**config.mk**
```make
export PLATFORM = sky130hd
export DESIGN_NAME = drpvc_top
export DESIGN_NICKNAME = d
export VERILOG_FILES = /design/src/rtl/drpvc_pkg.sv /design/src/rtl/drpvc_top.sv
export SDC_FILE = /design/constraint.sdc
export NUM_CORES = 1
export LEC_CHECK = 0
export ABC_AREA = 1
export BUFFER_PORTS_ARGS = -buffer_cell sky130_fd_sc_hd__buf_4
export CAP_MARGIN = 20
export CELL_PAD_IN_SITES_DETAIL_PLACEMENT = 1
export CELL_PAD_IN_SITES_GLOBAL_PLACEMENT = 1
export CORE_MARGIN = 5
export CORE_UTILIZATION = 40
export CTS_CLUSTER_DIAMETER = 30
export DETAILED_ROUTE_END_ITERATION = 10
export GPL_TIMING_DRIVEN = 1
export PLACE_DENSITY = 0.78
export SYNTH_ARGS = -nofsm -noshare
export SYNTH_HDL_FRONTEND = slang
export SYNTH_SLANG_ARGS = --single-unit
```
**constraint.sdc**
```tcl
create_clock -name clk_in -period 4.7 [get_ports clk_in]
set_input_delay 0.705 -clock clk_in [delete_from_list [all_inputs] [get_ports clk_in]]
set_output_delay 0.705 -clock clk_in [all_outputs]
set_load 0.01 [all_outputs]
```
**src/rtl/drpvc_pkg.sv**
```systemverilog
// Constants, field layouts and carrier types for the dual-rail phase/voltage slice.
// Assumes an AXI4-Lite master with 32-bit data and 12-bit byte addresses.
package drpvc_pkg;

  // ----------------------------------------------------------------
  // Register indices (byte address is four times the index)
  // ----------------------------------------------------------------
  localparam logic [7:0] PHASE_CONFIG_IDX = 8'hd3;
  localparam logic [7:0] RAIL_MODE_IDX = 8'hd4;
  localparam logic [7:0] RAIL_A_CEILING_IDX = 8'hd5;
  localparam logic [7:0] RAIL_B_CEILING_IDX = 8'hd6;
  localparam logic [7:0] RAIL_A_SET_A_IDX = 8'hd7;
  localparam logic [7:0] RAIL_A_SET_B_IDX = 8'hd8;
  localparam logic [7:0] RAIL_B_SET_A_IDX = 8'hd9;
  localparam logic [7:0] RAIL_B_SET_B_IDX = 8'hda;
  localparam int ADDR_W = 12;

  // ----------------------------------------------------------------
  // Field positions and widths
  // ----------------------------------------------------------------
  localparam int SHED_B_BIT = 4;
  localparam int SHED_A_BIT = 3;
  localparam int PHASE_B_BIT = 2;
  localparam int PHASE_A_LSB = 0;
  localparam int MODE_A_LSB = 0;
  localparam int MODE_B_LSB = 2;
  localparam int AUTO_BIT = 7;
  localparam int CODE_W = 7;

  // ----------------------------------------------------------------
  // Encodings and reset values
  // ----------------------------------------------------------------
  localparam logic [1:0] MODE_BY_SETTING = 2'h0;
  localparam logic [1:0] MODE_FORCE_PWM = 2'h2;
  localparam logic [1:0] PHASE_CODE_TWO = 2'h1;
  localparam logic [7:0] REG_RESET = 8'h00;
  localparam logic [6:0] CODE_RESET = 7'h00;
  localparam logic [1:0] RESP_OKAY = 2'h0;
  localparam logic [1:0] RESP_SLVERR = 2'h2;

  // Register selector produced by the address decoder
  typedef enum {
    DRPVC_SEL_NONE,
    DRPVC_SEL_PHASE,
    DRPVC_SEL_MODE,
    DRPVC_SEL_CEIL_A,
    DRPVC_SEL_CEIL_B,
    DRPVC_SEL_A_SET_A,
    DRPVC_SEL_A_SET_B,
    DRPVC_SEL_B_SET_A,
    DRPVC_SEL_B_SET_B
  } drpvc_sel_t;

  // Per-rail state presented to the regulator
  typedef struct packed {
    logic [6:0] code;
    logic auto_mode;
    logic [2:0] phases;
    logic shed_enable;
  } drpvc_rail_t;

  // One voltage setting: mode bit plus target code
  typedef struct packed {
    logic auto_mode;
    logic [6:0] code;
  } drpvc_setting_t;

endpackage : drpvc_pkg

```
**src/rtl/drpvc_top.sv**
```systemverilog
// Configuration register slice for two multi-phase step-down rails, A and B.
// Assumes an AXI4-Lite master on clk_in; setting selects, test mode and variant
// strap arrive from pins; the ceiling load strobe comes from logic on clk_in.
//
// What this block does
// [RULE_01] Phase config bit 4 enables rail B phase shedding in PWM.
// [RULE_02] Phase config bit 3 enables rail A phase shedding in PWM.
// [RULE_03] Phase config bit 2 picks rail B one or two PWM phases.
// [RULE_04] Phase config bits 1:0 pick rail A one to four PWM phases.
// [RULE_05] Rail A codes above 01 act only on four-phase variant, else two.
// [RULE_06] Rail A read-only 7-bit voltage ceiling, loaded from OTP, test mode only.
// [RULE_07] Rail B read-only 7-bit voltage ceiling, same scale, test mode only.
// [RULE_08] Rail A setting A holds code 6:0; bit 7 selects PWM or automatic.
// [RULE_09] Rail A setting B holds code 6:0; bit 7 selects PWM or automatic.
// [RULE_10] Rail B setting A bit 7 selects operating style; zero forces PWM.
// [RULE_11] Mode field 00 follows the selected setting's mode bit; others override.
// [RULE_12] Rail B mode field 10 forces PWM, 01 selects automatic.
// [RULE_13] Each rail outputs active code, clamped to its ceiling, and mode from setting select input.
// [RULE_14] Reserved bits read zero, ignore writes; fields reset to zero.
`timescale 1ns/1ps

module drpvc_top
  import drpvc_pkg::*;
(
  input wire logic clk_in,
  input wire logic rst_in,
  input wire logic ce_in,
  // AXI4-Lite slave
  input wire logic [ADDR_W-1:0] s_axi_awaddr_in,
  input wire logic s_axi_awvalid_in,
  output logic s_axi_awready_out,
  input wire logic [31:0] s_axi_wdata_in,
  input wire logic [3:0] s_axi_wstrb_in,
  input wire logic s_axi_wvalid_in,
  output logic s_axi_wready_out,
  output logic [1:0] s_axi_bresp_out,
  output logic s_axi_bvalid_out,
  input wire logic s_axi_bready_in,
  input wire logic [ADDR_W-1:0] s_axi_araddr_in,
  input wire logic s_axi_arvalid_in,
  output logic s_axi_arready_out,
  output logic [31:0] s_axi_rdata_out,
  output logic [1:0] s_axi_rresp_out,
  output logic s_axi_rvalid_out,
  input wire logic s_axi_rready_in,
  // Pins
  input wire logic rail_a_sel_b_in,
  input wire logic rail_b_sel_b_in,
  input wire logic test_mode_in,
  input wire logic four_phase_variant_in,
  // One-time-programmable ceiling load, same clock
  input wire logic otp_load_in,
  input wire logic [6:0] otp_rail_a_ceiling_in,
  input wire logic [6:0] otp_rail_b_ceiling_in,
  // Regulator controls
  output drpvc_rail_t rail_a_out,
  output drpvc_rail_t rail_b_out
);

  // ----------------------------------------------------------------
  // Address decode
  // ----------------------------------------------------------------
  function automatic drpvc_sel_t decode_addr(input logic [ADDR_W-1:0] addr);
    drpvc_sel_t sel;
    sel = DRPVC_SEL_NONE;
    if (addr[ADDR_W-1:10] == 2'h0)
    begin
      unique case (addr[9:2])
        PHASE_CONFIG_IDX: sel = DRPVC_SEL_PHASE;
        RAIL_MODE_IDX: sel = DRPVC_SEL_MODE;
        RAIL_A_CEILING_IDX: sel = DRPVC_SEL_CEIL_A;
        RAIL_B_CEILING_IDX: sel = DRPVC_SEL_CEIL_B;
        RAIL_A_SET_A_IDX: sel = DRPVC_SEL_A_SET_A;
        RAIL_A_SET_B_IDX: sel = DRPVC_SEL_A_SET_B;
        RAIL_B_SET_A_IDX: sel = DRPVC_SEL_B_SET_A;
        RAIL_B_SET_B_IDX: sel = DRPVC_SEL_B_SET_B;
        default: sel = DRPVC_SEL_NONE;
      endcase
    end
    return sel;
  endfunction : decode_addr

  // ----------------------------------------------------------------
  // Pin synchronisers
  // ----------------------------------------------------------------
  // Order: rail A select, rail B select, test mode, variant strap
  logic [3:0] pin_meta;
  logic [3:0] pin_sync;
  logic [3:0] pin_raw;

  assign pin_raw = {four_phase_variant_in, test_mode_in, rail_b_sel_b_in, rail_a_sel_b_in};

  genvar gi;
  generate
    for (gi = 0; gi < 4; gi++)
    begin : g_sync
      always_ff @(posedge clk_in or posedge rst_in)
      begin
        if (rst_in)
        begin
          pin_meta[gi] <= 1'b0;
          pin_sync[gi] <= 1'b0;
        end
        else if (ce_in)
        begin
          pin_meta[gi] <= pin_raw[gi];
          pin_sync[gi] <= pin_meta[gi];
        end
      end
    end
  endgenerate

  logic a_sel_b;
  logic b_sel_b;
  logic test_mode;
  logic four_phase;

  assign a_sel_b = pin_sync[0];
  assign b_sel_b = pin_sync[1];
  assign test_mode = pin_sync[2];
  assign four_phase = pin_sync[3];

  // ----------------------------------------------------------------
  // Bus handshake state
  // ----------------------------------------------------------------
  logic aw_held;
  logic [ADDR_W-1:0] aw_addr;
  logic w_held;
  logic [7:0] w_byte;
  logic w_lane0;
  logic next_aw_held;
  logic [ADDR_W-1:0] next_aw_addr;
  logic next_w_held;
  logic [7:0] next_w_byte;
  logic next_w_lane0;
  logic next_awready;
  logic next_wready;
  logic next_bvalid;
  logic [1:0] next_bresp;
  logic next_arready;
  logic next_rvalid;
  logic [31:0] next_rdata;
  logic [1:0] next_rresp;
  logic do_write;
  drpvc_sel_t wr_sel;
  drpvc_sel_t rd_sel;

  // ----------------------------------------------------------------
  // Register file state
  // ----------------------------------------------------------------
  logic [4:0] phase_config;
  logic [3:0] rail_mode;
  logic [6:0] ceil_a;
  logic [6:0] ceil_b;
  drpvc_setting_t a_set_a;
  drpvc_setting_t a_set_b;
  drpvc_setting_t b_set_a;
  drpvc_setting_t b_set_b;
  logic [4:0] next_phase_config;
  logic [3:0] next_rail_mode;
  logic [6:0] next_ceil_a;
  logic [6:0] next_ceil_b;
  drpvc_setting_t next_a_set_a;
  drpvc_setting_t next_a_set_b;
  drpvc_setting_t next_b_set_a;
  drpvc_setting_t next_b_set_b;
  drpvc_rail_t next_rail_a;
  drpvc_rail_t next_rail_b;
  logic [7:0] rd_byte;

  assign wr_sel = decode_addr(aw_addr);
  assign rd_sel = decode_addr(s_axi_araddr_in);
  // A write completes once address and data are both held and the response slot is free
  assign do_write = aw_held && w_held && !s_axi_bvalid_out;

  always_comb
  begin
    next_aw_held = aw_held;
    next_aw_addr = aw_addr;
    next_w_held = w_held;
    next_w_byte = w_byte;
    next_w_lane0 = w_lane0;
    next_bvalid = s_axi_bvalid_out;
    next_bresp = s_axi_bresp_out;
    if (s_axi_awvalid_in && s_axi_awready_out)
    begin
      next_aw_held = 1'b1;
      next_aw_addr = s_axi_awaddr_in;
    end
    if (s_axi_wvalid_in && s_axi_wready_out)
    begin
      next_w_held = 1'b1;
      next_w_byte = s_axi_wdata_in[7:0];
      next_w_lane0 = s_axi_wstrb_in[0];
    end
    if (s_axi_bvalid_out && s_axi_bready_in)
      next_bvalid = 1'b0;
    if (do_write)
    begin
      next_aw_held = 1'b0;
      next_w_held = 1'b0;
      next_bvalid = 1'b1;
      next_bresp = (wr_sel == DRPVC_SEL_NONE) ? RESP_SLVERR : RESP_OKAY;
    end
    next_awready = !next_aw_held && !next_bvalid;
    next_wready = !next_w_held && !next_bvalid;

    next_rvalid = s_axi_rvalid_out;
    next_rdata = s_axi_rdata_out;
    next_rresp = s_axi_rresp_out;
    if (s_axi_rvalid_out && s_axi_rready_in)
      next_rvalid = 1'b0;
    if (s_axi_arvalid_in && s_axi_arready_out)
    begin
      next_rvalid = 1'b1;
      next_rdata = {24'h000000, rd_byte};
      next_rresp = (rd_sel == DRPVC_SEL_NONE) ? RESP_SLVERR : RESP_OKAY;
    end
    next_arready = !next_rvalid;
  end

  // ----------------------------------------------------------------
  // Read mux
  // ----------------------------------------------------------------
  always_comb
  begin
    rd_byte = REG_RESET;
    unique case (rd_sel)
      // [RULE_14] Reserved bits zero
      DRPVC_SEL_PHASE: rd_byte = {3'h0, phase_config};
      DRPVC_SEL_MODE: rd_byte = {4'h0, rail_mode};
      // [RULE_06] Ceiling hidden outside test
      DRPVC_SEL_CEIL_A: rd_byte = test_mode ? {1'b0, ceil_a} : REG_RESET;
      // [RULE_07] Ceiling hidden outside test
      DRPVC_SEL_CEIL_B: rd_byte = test_mode ? {1'b0, ceil_b} : REG_RESET;
      DRPVC_SEL_A_SET_A: rd_byte = a_set_a;
      DRPVC_SEL_A_SET_B: rd_byte = a_set_b;
      DRPVC_SEL_B_SET_A: rd_byte = b_set_a;
      DRPVC_SEL_B_SET_B: rd_byte = b_set_b;
      DRPVC_SEL_NONE: rd_byte = REG_RESET;
    endcase
  end

  // ----------------------------------------------------------------
  // Register writes and ceiling load
  // ----------------------------------------------------------------
  always_comb
  begin
    next_phase_config = phase_config;
    next_rail_mode = rail_mode;
    next_a_set_a = a_set_a;
    next_a_set_b = a_set_b;
    next_b_set_a = b_set_a;
    next_b_set_b = b_set_b;
    next_ceil_a = ceil_a;
    next_ceil_b = ceil_b;
    if (do_write && w_lane0)
    begin
      unique case (wr_sel)
        // [RULE_14] Reserved bits dropped
        DRPVC_SEL_PHASE: next_phase_config = w_byte[4:0];
        DRPVC_SEL_MODE: next_rail_mode = w_byte[3:0];
        // [RULE_08] Setting A stored
        DRPVC_SEL_A_SET_A: next_a_set_a = w_byte;
        // [RULE_09] Setting B stored
        DRPVC_SEL_A_SET_B: next_a_set_b = w_byte;
        // [RULE_10] Rail B setting
        DRPVC_SEL_B_SET_A: next_b_set_a = w_byte;
        DRPVC_SEL_B_SET_B: next_b_set_b = w_byte;
        DRPVC_SEL_CEIL_A,
        DRPVC_SEL_CEIL_B,
        DRPVC_SEL_NONE: next_phase_config = phase_config;
      endcase
    end
    // [RULE_06] OTP load rail A
    if (otp_load_in)
      next_ceil_a = otp_rail_a_ceiling_in;
    // [RULE_07] OTP load rail B
    if (otp_load_in)
      next_ceil_b = otp_rail_b_ceiling_in;
  end

  // ----------------------------------------------------------------
  // Rail outputs
  // ----------------------------------------------------------------
  // Active mode: setting bit when the field is by-setting, PWM when forced, else automatic
  function automatic logic pick_auto(input logic [1:0] field, input logic set_bit);
    logic res;
    res = 1'b1;
    if (field == MODE_BY_SETTING)
      res = set_bit;
    else if (field == MODE_FORCE_PWM)
      res = 1'b0;
    return res;
  endfunction : pick_auto

  // The target is clamped to the ceiling so software cannot exceed the allowed voltage
  function automatic logic [6:0] clamp_code(input logic [6:0] code, input logic [6:0] ceil);
    return (code > ceil) ? ceil : code;
  endfunction : clamp_code

  drpvc_setting_t a_active;
  drpvc_setting_t b_active;

  always_comb
  begin
    // [RULE_13] Select active setting
    a_active = a_sel_b ? a_set_b : a_set_a;
    b_active = b_sel_b ? b_set_b : b_set_a;
    next_rail_a.code = clamp_code(a_active.code, ceil_a);
    next_rail_b.code = clamp_code(b_active.code, ceil_b);
    // [RULE_11] Mode field override
    next_rail_a.auto_mode = pick_auto(rail_mode[MODE_A_LSB+:2], a_active.auto_mode);
    // [RULE_12] Rail B forced modes
    next_rail_b.auto_mode = pick_auto(rail_mode[MODE_B_LSB+:2], b_active.auto_mode);
    // [RULE_04] Rail A phase count
    next_rail_a.phases = 3'(phase_config[PHASE_A_LSB+:2]) + 3'h1;
    // [RULE_05] Cap at two phases
    if (!four_phase && phase_config[PHASE_A_LSB+:2] > PHASE_CODE_TWO)
      next_rail_a.phases = 3'h2;
    // [RULE_03] Rail B phase count
    next_rail_b.phases = phase_config[PHASE_B_BIT] ? 3'h2 : 3'h1;
    // [RULE_02] Rail A shedding
    next_rail_a.shed_enable = phase_config[SHED_A_BIT];
    // [RULE_01] Rail B shedding
    next_rail_b.shed_enable = phase_config[SHED_B_BIT];
  end

  // ----------------------------------------------------------------
  // State registers
  // ----------------------------------------------------------------
  always_ff @(posedge clk_in or posedge rst_in)
  begin
    if (rst_in)
    begin
      aw_held <= 1'b0;
      aw_addr <= '0;
      w_held <= 1'b0;
      w_byte <= REG_RESET;
      w_lane0 <= 1'b0;
      s_axi_awready_out <= 1'b0;
      s_axi_wready_out <= 1'b0;
      s_axi_bvalid_out <= 1'b0;
      s_axi_bresp_out <= RESP_OKAY;
      s_axi_arready_out <= 1'b0;
      s_axi_rvalid_out <= 1'b0;
      s_axi_rdata_out <= 32'h00000000;
      s_axi_rresp_out <= RESP_OKAY;
      // [RULE_14] Fields reset zero
      phase_config <= 5'h00;
      rail_mode <= 4'h0;
      ceil_a <= CODE_RESET;
      ceil_b <= CODE_RESET;
      a_set_a <= REG_RESET;
      a_set_b <= REG_RESET;
      b_set_a <= REG_RESET;
      b_set_b <= REG_RESET;
      rail_a_out <= '0;
      rail_b_out <= '0;
    end
    else if (ce_in)
    begin
      aw_held <= next_aw_held;
      aw_addr <= next_aw_addr;
      w_held <= next_w_held;
      w_byte <= next_w_byte;
      w_lane0 <= next_w_lane0;
      s_axi_awready_out <= next_awready;
      s_axi_wready_out <= next_wready;
      s_axi_bvalid_out <= next_bvalid;
      s_axi_bresp_out <= next_bresp;
      s_axi_arready_out <= next_arready;
      s_axi_rvalid_out <= next_rvalid;
      s_axi_rdata_out <= next_rdata;
      s_axi_rresp_out <= next_rresp;
      phase_config <= next_phase_config;
      rail_mode <= next_rail_mode;
      ceil_a <= next_ceil_a;
      ceil_b <= next_ceil_b;
      a_set_a <= next_a_set_a;
      a_set_b <= next_a_set_b;
      b_set_a <= next_b_set_a;
      b_set_b <= next_b_set_b;
      rail_a_out <= next_rail_a;
      rail_b_out <= next_rail_b;
    end
  end

endmodule : drpvc_top

```
==> results.cfg <==
[timing]
fmax_mhz = 337
drv_slew = 0
hold_ws_ns = 0.260
hold_viol = 0
finClkSkew_ns = 0.00451
rsz0062_at_grt = false
relSlewSlack_pct = 39.0
post-route-period-util_pct = 63.2
finalSetupViolCount = 0
fin_setup_tns_ns = 0
period_needed_ns = 2.97
worstMarginPinSlew_ns = 0.916

[critical_path]
crit_type = reg2reg
cp-startpoint = b_sel_b$_DFFE_PP0P_
arrival_ns = 3.27
rrSetupSlack_ns = 1.73
startpoint_type = flop
crit_family = simple AND/OR/NAND/NOR gates
cp_max_fo = 14
required_ns = 5.00
slowest_stage = dfrtp_1
rr_startpoint = b_sel_b$_DFFE_PP0P_
crit_path_max_incr_delay_ns = 0.60
cp_common_cell = nand2_1
crit_chain = inv_1, or2_2, o21ai_0, inv_1, ha_1, nand2_1, o21ai_0, nand2_1, o211ai_1, nand2_1, o21ai_0, nand2_1
crit_buf_inv = 2
endpoint_kind = flop

[routing]
ant_nets = 0
vias = 5910
first_pass_iters = 4
drcViolationCount = 0
detail_route.wl_per_cell_um = 16.2
wl_um = 19100
viasPerCell = 5.03
drtIter0Drc = 288

[cts]
cts_buffers = 17
clkTransAtPathRegs_ns = 0.06
cts.htree.levels = 4
clock_latency_ns = 0.42
cts.sinks = 122
cts_resized = 0
post_cts_buffers = 0
cts_hold_buf = 0
clockBufferDepth = 2
cts_root_buf = clkbuf_16
cts_tree = done

[synthesis]
ys_top_cells_by_area = dfrtp_1 (45%), nand2_1 (14%), o21ai_0 (4.7%)
synth.avg_cell_area_um2 = 7.93
yosys_warnings = 0
ys_types = 37
synth_top_area_cell = dfrtp_1
yosysMostFrequentCell = nand2_1
synth_common_cells = nand2_1 (251), dfrtp_1 (122), inv_1 (74)
postSynth.asyncResetShare_pct = 100
synthFlopType = dfrtp_1
ys_seq_elements = 122
yosysSeqAreaShare_pct = 45.2
synthCells = 853
synth_enable_flop_cells = 0
synth_top_cell_area_share_pct = 45.2
syn-cell-area_um2 = 6760

[power_and_ir_drop]
powerDensity_nw_per_um2 = 429
max-vdd-ir-drop_v = 0.000272
power_frac_comb_pct = 18.9
seqPwrFrac_pct = 37.6
clockPowerShare_pct = 43.5
switching_power_w = 0.00104
p_leak_nw = 4.40
switching_share_pct = 29.4
internal-power_w = 0.00250

[flow_run]
max-cap-violations = 0

[layout]
nets = 1045
drive_gt1_share_pct = 22.5
syn_to_final_growth_pct = 22.1
insertedDiodeCount = 0

[die]
dieArea_um2 = 19600
floorplan.initialDensity_pct = 40.8
core_um2 = 16600
io_pins = 152
row_count = 47
fp.dieH_um = 140
fp.dieW_um = 140

[run_status]
status = complete, no violations

[hold_path]
hold_class = in2async

[global_route]
grt_overflow = 0
grt_pass1_wl_um = 31700
grt_usage_pct = 20.0
antenna_found_initial = 0
grt_pass1_vias = 6307
grt_start_max_net_pins = 78

[placement]
place.gp.congestion = 0.819
dp_hpwl_um = 13800
port_buffers = 93
## cells by family (layout without fill, tap and decap cells)
group	Yosys count	after routing	share of synthesized area, %
and+or+nand+nor	429	429	30.3
buffers and inverters	142	218	9.88
AOI/OAI and AO/OA	139	139	11.0
DFF	122	122	45.2
adders and majority gates	16	16	2.96
muxes	4	4	0.629
other	1	27	0.0555
## layout by cell type, fill, tap and decap left out, drive strengths merged
master	count
nand2	266
dfrtp	122
buf	98
o21ai	90
inv	88
nor2	74
nand3	42
a21oi	41
nand4	29
conb	27
clkbuf	22
ha	16
or2	10
bufinv	6
nor3	6
o211ai	4
clkinv	4
nand3b	2
mux2i	2
mux2	2
o21a	1
o2111ai	1
a31oi	1
o31ai	1
## registers in the layout (all words and copies together) (netlist names), 4 cells and up
signal and cells:
rail_b_out 11, ceil_b 7, w_byte 8, pin_meta 4, a_set_b 8, phase_config 5
rail_mode 4, b_set_a 8, aw_addr 10, s_axi_rdata_out 8, ceil_a 7, b_set_b 8
rail_a_out 12, a_set_a 8
## per-stage QoR
stage | area, µm² | setup slack [ns] | instances | power [W] | util (%)
final | 8250 | 1.73 | 1175 | 0.00354 | 49.8
after global routing | 8250 | 1.55 | 1175 | 0.00372 | 49.8
after global placement | 7520 | 1.88 | 1141 | 0.00198 | 45.3
after detailed placement | 7520 | 1.77 | 1141 | 0.00201 | 45.3
after floorplan | 6860 | 0.752 | 879 | 0.00174 | -
after CTS | 8220 | 1.74 | 1173 | 0.00357 | 49.5
## path summary, 6_finish.rpt
kind / endpoint / depth (start not counted)
max: rail_b_out[5]$_DFFE_PP0P_ / 12
min reg2reg: pin_meta[1]$_DFFE_PP0P_ / 2
min: ceil_a[2]$_DFFE_PP0P_ / 2
min in group clk_in: pin_meta[1]$_DFFE_PP0P_ / 2
max in group asynchronous: s_axi_rresp_out[1]$_DFFE_PP0P_ / 4
max reg2reg: rail_b_out[5]$_DFFE_PP0P_ / 12
## area by class of cell
class / count / area [µm²]
fill: 2088 / 8330
multi-input combinational: 615 / 3140
sequential: 122 / 3050
timing repair buffer: 98 / 759
clock buffer: 22 / 484
inverter: 88 / 333
tap: 220 / 275
clock inverter: 10 / 211
## routing by layer
metal,up-vias,part of all wire [%],global-route usage (%)
met5,-,0,0
met4,0,1.6,6.12
met3,20,4.5,4.36
met2,122,49,34.2
met1,2880,45,25.5
li1,2888,-,-
## power groups by stage
| stage | combinational, W | sequential [W] | clock [W] |
|---|---|---|---|
| floorplan | 0.000402 | 0.00134 | 0 |
| global placement | 0.000641 | 0.00134 | 0 |
| detailed placement | 0.000663 | 0.00135 | 0 |
| CTS | 0.000676 | 0.00133 | 0.00157 |
| global route | 0.000755 | 0.00135 | 0.00162 |
| finish | 0.000669 | 0.00133 | 0.00154 |
Power figures use the tool's default switching activity.
